[src/logic/plcs_defines.vh]
// constants for the express link capability, control and status registers
// assumes inclusion by the register block and its strap sampler only
`ifndef PLCS_DEFINES_VH
`define PLCS_DEFINES_VH

// ****************************************************************
// register byte addresses
// ****************************************************************
`define PLCS_OFF_LINK_CAPABILITIES 8'hbc
`define PLCS_OFF_LINK_CTRL_STATUS 8'hc0

// ****************************************************************
// capability fields
// ****************************************************************
`define PLCS_CAP_SPEED_LSB 0
`define PLCS_CAP_WIDTH_LSB 4
`define PLCS_CAP_ASPM_LSB 10
`define PLCS_CAP_L0S_LAT_LSB 12
`define PLCS_CAP_L1_LAT_LSB 15
`define PLCS_CAP_CLKPM_BIT 18
`define PLCS_CAP_PORT_LSB 24
`define PLCS_SPEED_2G5 4'h1
`define PLCS_WIDTH_X1 6'h01
`define PLCS_WIDTH_X4 6'h04
`define PLCS_MAX_WIDTH 6'h01
`define PLCS_ASPM_L0S_L1 2'h3
`define PLCS_L0S_LAT 3'h3
`define PLCS_L1_LAT_OFF 3'h0
`define PLCS_L1_LAT_ON 3'h6
`define PLCS_PORT_NUM 8'h00

// ****************************************************************
// control fields
// ****************************************************************
`define PLCS_CTL_ASPM_LSB 0
`define PLCS_CTL_RCB_BIT 3
`define PLCS_CTL_CCC_BIT 6
`define PLCS_CTL_XSYNC_BIT 7
`define PLCS_CTL_CLKPM_BIT 8
`define PLCS_ASPM_RST 2'h0

// ****************************************************************
// status fields
// ****************************************************************
`define PLCS_STS_SPEED_LSB 16
`define PLCS_STS_WIDTH_LSB 20
`define PLCS_STS_TERR_BIT 26
`define PLCS_STS_TRAIN_BIT 27
`define PLCS_STS_SCC_BIT 28
`define PLCS_STS_DLL_BIT 29
`define PLCS_SCC_RST 1'b1

// ****************************************************************
// strap
// ****************************************************************
`define PLCS_STRAP_ON 2'h0

`endif

[src/logic/plcs_regs.v]
// express link capability, control and status register block on apb
// assumes apb master on pclk, link state inputs synchronous to pclk
//
// The APB slave port was left to the implementer.
`timescale 1ns/1ps
`include "plcs_defines.vh"

module plcs_regs (
   input wire pclk,
   input wire presetn,
   input wire psel,
   input wire penable,
   input wire pwrite,
   input wire [7:0] paddr,
   input wire [31:0] pwdata,
   input wire [3:0] pstrb,
   output wire pready,
   output wire pslverr,
   output wire [31:0] prdata,
   input wire [1:0] req_strap_n,
   input wire [3:0] link_speed,
   input wire [5:0] link_width,
   input wire link_train_err,
   input wire link_training,
   input wire dll_active,
   output wire [1:0] aspm_ctrl,
   output wire common_clk_cfg,
   output wire ext_sync,
   output wire clkpm_en,
   output wire clkpm_capable
);

   // ****************************************************************
   // strap
   // ****************************************************************
   wire strap_en;

   plcs_strap u_strap (
      .pclk(pclk),
      .presetn(presetn),
      .req_strap_n(req_strap_n),
      .clkpm_strap_en(strap_en)
   );

   // ****************************************************************
   // apb decode
   // ****************************************************************
   wire hit_cap;
   wire hit_cs;
   wire mapped;
   wire setup;
   wire wr_access;
   wire wr_cs;

   assign hit_cap = (paddr == `PLCS_OFF_LINK_CAPABILITIES);
   assign hit_cs = (paddr == `PLCS_OFF_LINK_CTRL_STATUS);
   assign mapped = hit_cap | hit_cs;
   assign setup = psel & ~penable;
   assign wr_access = psel & penable & pwrite;
   // capability writes are dropped outright
   assign wr_cs = wr_access & hit_cs;

   // zero wait states; unmapped addresses answer with an error
   assign pready = 1'b1;
   assign pslverr = psel & penable & ~mapped;

   // ****************************************************************
   // link control
   // ****************************************************************
   reg [1:0] aspm_q;
   reg [1:0] aspm_d;
   reg ccc_q;
   reg ccc_d;
   reg xsync_q;
   reg xsync_d;
   reg clkpm_q;
   reg clkpm_d;

   always @* begin
      aspm_d = aspm_q;
      ccc_d = ccc_q;
      xsync_d = xsync_q;
      clkpm_d = clkpm_q;
      if (wr_cs && pstrb[0]) begin
         aspm_d = pwdata[`PLCS_CTL_ASPM_LSB +: 2];
         ccc_d = pwdata[`PLCS_CTL_CCC_BIT];
         xsync_d = pwdata[`PLCS_CTL_XSYNC_BIT];
      end
      if (wr_cs && pstrb[1] && strap_en) begin
         clkpm_d = pwdata[`PLCS_CTL_CLKPM_BIT];
      end
      // a bit that cannot be written never leaves zero
      if (!strap_en) begin
         clkpm_d = 1'b0;
      end
   end

   always @(posedge pclk or negedge presetn) begin
      if (!presetn) begin
         aspm_q <= `PLCS_ASPM_RST;
         ccc_q <= 1'b0;
         xsync_q <= 1'b0;
         clkpm_q <= 1'b0;
      end else begin
         aspm_q <= aspm_d;
         ccc_q <= ccc_d;
         xsync_q <= xsync_d;
         clkpm_q <= clkpm_d;
      end
   end

   assign aspm_ctrl = aspm_q;
   assign common_clk_cfg = ccc_q;
   assign ext_sync = xsync_q;
   assign clkpm_en = clkpm_q;
   assign clkpm_capable = strap_en;

   // ****************************************************************
   // link status capture
   // ****************************************************************
   reg [3:0] speed_q;
   reg [5:0] width_q;
   reg terr_q;
   reg train_q;
   reg dll_down_q;

   always @(posedge pclk or negedge presetn) begin
      if (!presetn) begin
         speed_q <= `PLCS_SPEED_2G5;
         width_q <= `PLCS_WIDTH_X1;
         terr_q <= 1'b0;
         train_q <= 1'b0;
         dll_down_q <= 1'b0;
      end else begin
         speed_q <= link_speed;
         width_q <= link_width;
         terr_q <= link_train_err;
         train_q <= link_training;
         dll_down_q <= ~dll_active;
      end
   end

   // ****************************************************************
   // read words
   // ****************************************************************
   reg [31:0] cap_word;
   reg [31:0] cs_word;

   always @* begin
      cap_word = 32'h0000_0000;
      cap_word[`PLCS_CAP_SPEED_LSB +: 4] = `PLCS_SPEED_2G5;
      cap_word[`PLCS_CAP_WIDTH_LSB +: 6] = `PLCS_MAX_WIDTH;
      cap_word[`PLCS_CAP_ASPM_LSB +: 2] = `PLCS_ASPM_L0S_L1;
      cap_word[`PLCS_CAP_L0S_LAT_LSB +: 3] = `PLCS_L0S_LAT;
      if (strap_en) begin
         cap_word[`PLCS_CAP_L1_LAT_LSB +: 3] = `PLCS_L1_LAT_ON;
      end else begin
         cap_word[`PLCS_CAP_L1_LAT_LSB +: 3] = `PLCS_L1_LAT_OFF;
      end
      cap_word[`PLCS_CAP_CLKPM_BIT] = strap_en;
      cap_word[`PLCS_CAP_PORT_LSB +: 8] = `PLCS_PORT_NUM;
   end

   always @* begin
      cs_word = 32'h0000_0000;
      cs_word[`PLCS_CTL_ASPM_LSB +: 2] = aspm_q;
      cs_word[`PLCS_CTL_RCB_BIT] = 1'b0;
      cs_word[`PLCS_CTL_CCC_BIT] = ccc_q;
      cs_word[`PLCS_CTL_XSYNC_BIT] = xsync_q;
      cs_word[`PLCS_CTL_CLKPM_BIT] = clkpm_q;
      cs_word[`PLCS_STS_SPEED_LSB +: 4] = speed_q;
      cs_word[`PLCS_STS_WIDTH_LSB +: 6] = width_q;
      cs_word[`PLCS_STS_TERR_BIT] = terr_q;
      cs_word[`PLCS_STS_TRAIN_BIT] = train_q;
      cs_word[`PLCS_STS_SCC_BIT] = `PLCS_SCC_RST;
      cs_word[`PLCS_STS_DLL_BIT] = dll_down_q;
   end

   // ****************************************************************
   // read data register
   // ****************************************************************
   // loaded in the setup cycle so it is stable through the access phase
   reg [31:0] rdata_q;
   reg [31:0] rdata_d;

   always @* begin
      rdata_d = rdata_q;
      if (setup && !pwrite) begin
         if (hit_cap) begin
            rdata_d = cap_word;
         end else if (hit_cs) begin
            rdata_d = cs_word;
         end else begin
            rdata_d = 32'h0000_0000;
         end
      end
   end

   always @(posedge pclk or negedge presetn) begin
      if (!presetn) begin
         rdata_q <= 32'h0000_0000;
      end else begin
         rdata_q <= rdata_d;
      end
   end

   assign prdata = rdata_q;

endmodule // plcs_regs

[src/logic/plcs_strap.v]
// strap sampler: catches the clock power management request straps once
// assumes the straps are steady around the release of presetn
`timescale 1ns/1ps
`include "plcs_defines.vh"

module plcs_strap (
   input wire pclk,
   input wire presetn,
   input wire [1:0] req_strap_n,
   output wire clkpm_strap_en
);

   // ****************************************************************
   // capture at the first edge after reset release
   // ****************************************************************
   reg taken_q;
   reg en_q;

   always @(posedge pclk or negedge presetn) begin
      if (!presetn) begin
         taken_q <= 1'b0;
         en_q <= 1'b0;
      end else if (!taken_q) begin
         taken_q <= 1'b1;
         en_q <= (req_strap_n == `PLCS_STRAP_ON);
      end
   end

   // held until the next reset
   assign clkpm_strap_en = en_q;

endmodule // plcs_strap

[config.mk]
export PLATFORM = sky130hd
export DESIGN_NAME = plcs_regs
export DESIGN_NICKNAME = d
export VERILOG_FILES = /design/src/logic/plcs_regs.v /design/src/logic/plcs_strap.v
export VERILOG_INCLUDE_DIRS = /design/src /design/src/logic
export SDC_FILE = /design/constraint.sdc
export NUM_CORES = 1
export LEC_CHECK = 0
export ABC_AREA = 1
export BUFFER_PORTS_ARGS = -buffer_cell sky130_fd_sc_hd__buf_2
export CORE_ASPECT_RATIO = 1.25
export CORE_UTILIZATION = 44
export CTS_CLUSTER_SIZE = 25
export DETAILED_ROUTE_END_ITERATION = 12
export PLACE_DENSITY = 0.82
export SLEW_MARGIN = 20
export SYNTH_ARGS = -nofsm -noshare
export SYNTH_HDL_FRONTEND = slang
export SYNTH_SLANG_ARGS = --single-unit
[constraint.sdc]
create_clock -name pclk -period 1.25 [get_ports pclk]
set_input_delay 0 -clock pclk [delete_from_list [all_inputs] [get_ports pclk]]
set_output_delay 0 -clock pclk [all_outputs]
set_load 0.01 [all_outputs]
# [Word-level counts from Yosys, hierarchy flattened]
# Index checks and enable logic that the tools add are counted.
[op_classes] n_eq_ne=3 n_mux=5 bitwise=9 n_reduce_logical=6
[ops] operator="$mux 30" count=2
[ops] operator="$eq 8x8->1 const B" count=2
[ops] operator="$and 1x1->1" count=5
[ops] operator="$logic_and 1x1->1" count=4
[ops] operator="$mux 3" count=1
[ops] operator="$not 1->1" count=3
[ops] operator="$logic_not 2->1" count=1
[ops] operator="$mux 1" count=2
[ops] operator="$ne 2x2->1 const B" count=1
[ops] operator="$logic_not 1->1" count=1
[ops] operator="$or 1x1->1" count=1
[word_totals] reg_bits=52 inputBits=64 out_inout_bits=40 elab_cells=35

# [Depth between registers and ports, before layout]
[logic_depth] depth_word=7 mapped_depth=8 depth_no_buf=8

# [Modules after synthesis]
# A second synthesis with hierarchy kept.
[hier_totals] hier_cells=167 hier_area_um2=1567.8
[modules_own_cells] mod="plcs_regs" n_inst=1 cells_each=159 area_per_inst_um2=1495.2 seq_area_each_um2=953.4
[modules_own_cells] mod="plcs_strap" n_inst=1 cells_each=8 area_per_inst_um2=72.6 seq_area_each_um2=50.0

# [Worst setup path before layout]
# Ideal clock, no wire load.
[synth_timing] path_type="input to register" start="input port paddr[3]" end="register rdata_q[8], in the netlist prdata[8]" setup_time_ns=0.066 t_arrival_ns=0.780 t_required_ns=1.184 slack_ns=0.404 cell_stages=6 path_buffers=1 path_cell_list="nor2_1 > nand2_1 > nor3_4 > buf_6 > nand2_1 > nand2_1"
[synth_between] elab_chain_len=3 word_cells_on_any_way=4 cone_classes="eq/ne (2); mux (2)"
[synth_rtl] element="start: declaration" line="plcs_regs.v:14" text="input wire [7:0] paddr,"
[synth_rtl] element="$eq 8x8->1 (no source line)"
[synth_rtl] element="$mux 30" line="plcs_regs.v:191" text="end else if (hit_cs) begin"
[synth_rtl] element="$mux 30 (*)" line="plcs_regs.v:189" text="if (hit_cap) begin"
[synth_rtl] element="end signal: assignment" line="plcs_regs.v:203" text="rdata_q <= rdata_d;"
[synth_rtl] element="end: declaration" line="plcs_regs.v:183" text="reg [31:0] rdata_q;"
# Every way passes the cells marked *; elsewhere a longest branch is shown, timed or not.
# A chain may end at the register's enable or synchronous reset.

# [Final worst setup path]
[layout_timing] start="register u_strap.en_q, in the netlist u_strap.clkpm_strap_en" end="output port clkpm_capable"
[layout_lines] element="start: declaration" line="plcs_strap.v:17" text="reg en_q;"
[layout_lines] element="start signal: assignment" line="plcs_strap.v:25" text="en_q <= (req_strap_n == `PLCS_STRAP_ON);"
[layout_lines] element="end: declaration" line="plcs_regs.v:30" text="output wire clkpm_capable"
# No word-level cell between the ends.

==> metrics.yaml <==
synthesis:
  yosysUniqueCellTypes: 19
  yosysWarnings: 0
  synth-seq-cells: 40
  synth_area_um2: 1575
  ys_seq_area_share_pct: 63.70
  synthCells: 163
  syn_area_per_cell_um2: 9.664
floorplan:
  io_pins: 104
  dieArea_um2: 3825
  die_w_um: 55.52
  design.core.area_um2: 3309
  start_util_pct: 47.60
  num_rows: 23
  die_y_um: 68.90
timing:
  setup_violations: 0
  maxSlewViolCount: 0
  rsz0062_at_grt: "false"
  clock_skew_ns: 0.005356
  finalCritPeriodShare_pct: 69.96
  setup_tns_ns: 0
  hold_viol_final: 0
  post-route-min-period_ns: 0.8745
  clock.fmax_mhz: 1144
setup_path:
  start_kind: "flop"
  cp_cell_sequence: "buf_2"
  crit_path_max_fanout: 6
  crit_buf_inv: 1
  crit_family: "flip-flops"
  worst_ep_arrival_time_ns: 0.87
  endpoint_kind: "output port"
  crit_required_ns: 1.25
  path_class: "flop to output port"
  slowest_delay_ns: 0.44
  cp_slowest_cell: "dfrtp_1"
placed_design:
  place_congestion: 0.7444
  dp_hpwl_um: 2103
  place_area_um2: 1916
  io_buffers: 65
final_layout:
  seq_area_um2: 1003
  fillers: 271
  areaGrowthSynthToFinish_pct: 40.27
  multi_input_area_um2: 444.2
  fin_nets: 315
  fin_area_um2: 2210
  drive_gt1_share_pct: 32.94
  antenna_cells: 0
grt:
  grtUsageMet1_pct: 19.11
  grt_max_degree: 23
  overflow: 0
  grt_pass1_wl_um: 4995
  grt_pass1_vias: 1188
  grt_antenna_before_repair: 0
  track_usage_pct: 17.24
  grt_use_met2_pct: 32.23
  grt_busiest_layer: "met2"
  grtUsageMet3_pct: 4.664
clock_network:
  cts.sinks: 40
  cts.repair.resized: 0
  htreeDepth: 2
  cts_setup_buffers: 0
  clock_latency_ns: 0.27
  clockBufferDepth: 2
  root_buffer: "clkbuf_8"
  numCtsBuffers: 5
  cts_tree: "built"
  ctsHoldBuffers: 20
  clk_pin_slew_ns: 0.07
run_status:
  status: "complete, no violations"
pwr:
  power.leakage_nw: 1.306
  power_density_nw_per_um2: 1084
  ir_drop_v: 0.0009222
drt:
  drt_iter0_drc: 24
  firstDrtPassIters: 5
  routed_wl_um: 3105
  vias: 1283
  ant_nets: 0
  wire_per_inst_um: 10.74
  route.detailed.drc: 0
  vias_per_cell: 4.439
worst_hold_path:
  hold_path.class: "input pin to flop"
flow_run:
  max-cap-violations: 0
==> area by class of cell <==
| cell class | instances | share of cell area [%] |
|---|---|---|
| Clock buffer | 7 | 3.907 |
| Clock inverter | 1 | 0.3398 |
| Inverter | 11 | 1.869 |
| Multi-Input combinational cell | 104 | 20.10 |
| Sequential cell | 40 | 45.41 |
| Tap cell | 37 | 2.095 |
| Timing Repair Buffer | 89 | 26.27 |
==> worst register-to-register path, stage by stage, from the launching register on <==
cell	delay (ns)
dfrtp_1	0.44
nand3_1	0.17
nand3_1	0.10
==> report_power, final <==
part           leakage [nW]  switching, W  internal [W]
Clock                0.0445      0.000399      0.000448
Sequential            0.523     0.0000142       0.00133
Combinational         0.739      0.000101      0.000107
Total                  1.31      0.000514       0.00188
==> per-layer routing <==
layer	routed length, um	vias to the layer above
li1	-	648
met1	1278	583
met2	1603	48
met3	185	4
met4	37	0
met5	0	-
==> layout by cell type, fill, tap and decap left out <==
cell type      instances
nand4_1                1
buf_2                 65
dfstp_2                2
nand2_1               68
nor2_4                 1
clkbuf_8               6
a21o_2                 1
nor3_1                 1
conb_1                10
o21ai_0                4
inv_1                 11
dlygate4sd3_1         20
clkinvlp_4             1
o31ai_1                1
nand3_1                9
nor3_4                 1
nor2_1                 5
nand2_2                1
dfrtp_1               38
nor2_2                 1
clkbuf_1               1
buf_4                  2
buf_12                 2
==> registers in the layout (all words and copies together) (netlist names) <==
| name | cells |
|---|---|
| terr_q | 1 |
| train_q | 1 |
| u_strap.taken_q | 1 |
| ext_sync | 1 |
| dll_down_q | 1 |
| clkpm_en | 1 |
| prdata | 20 |
| speed_q | 4 |
| width_q | 6 |
| aspm_ctrl | 2 |
| common_clk_cfg | 1 |
| u_strap.clkpm_strap_en | 1 |
==> worst paths after layout <==
check / start / end / slack, ns / cells after the start
max in group asynchronous: presetn / speed_q[0] / 0.51 / 3
worst min-delay path: pwdata[8] / clkpm_en / 0.01 / 5
worst max register to register: u_strap.clkpm_strap_en / prdata[17] / 0.43 / 2
min in group asynchronous: presetn / prdata[19] / 0.20 / 2
worst min register to register: train_q / prdata[27] / 0.44 / 2
worst max-delay path: u_strap.clkpm_strap_en / clkpm_capable / 0.38 / 1
==> cells in the mapped netlist <==
master	n	area share, %
dfrtp_1	38	60
nor2_1	5	1.2
inv_1	11	2.6
nand2_1	68	16
nor3_1	1	0.32
clkbuf_1	2	0.48
buf_4	13	6.2
buf_6	1	0.71
conb_1	2	0.48
o21ai_0	4	1.3
nand3_1	9	2.9
nor3_4	1	1.0
nor2_2	1	0.40
a21o_2	1	0.56
o31ai_1	1	0.48
nor2_4	1	0.71
nand4_1	1	0.40
nand2_2	1	0.40
dfstp_2	2	3.3
==> per-stage QoR <==
stage	utilization, %	setup slack (ns)	power (W)	hold slack [ns]	cells
after detailed placement	57.88	0.1773	0.001528	-0.03434	261
after global placement	57.88	0.1981	0.001521	-0.03719	261
after global routing	66.77	0.2417	0.002499	0.03595	289
after CTS	66.77	0.3572	0.002429	0.007730	289
after floorplan	-	0.4043	0.001438	-0.2956	171
final	66.77	0.3755	0.002396	0.01169	289
==> logic make-up (layout without fill, tap and decap cells) <==
group | count (synthesis) | in the layout | share of synthesized area (%)
buffers and inverters | 27 | 108 | 10.01
AOI/OAI and AO/OA | 6 | 6 | 2.304
DFF | 40 | 40 | 63.70
and+or+nand+nor | 88 | 88 | 23.51
other | 2 | 10 | 0.4767
Note: power is estimated with default switching activity, not from simulation.
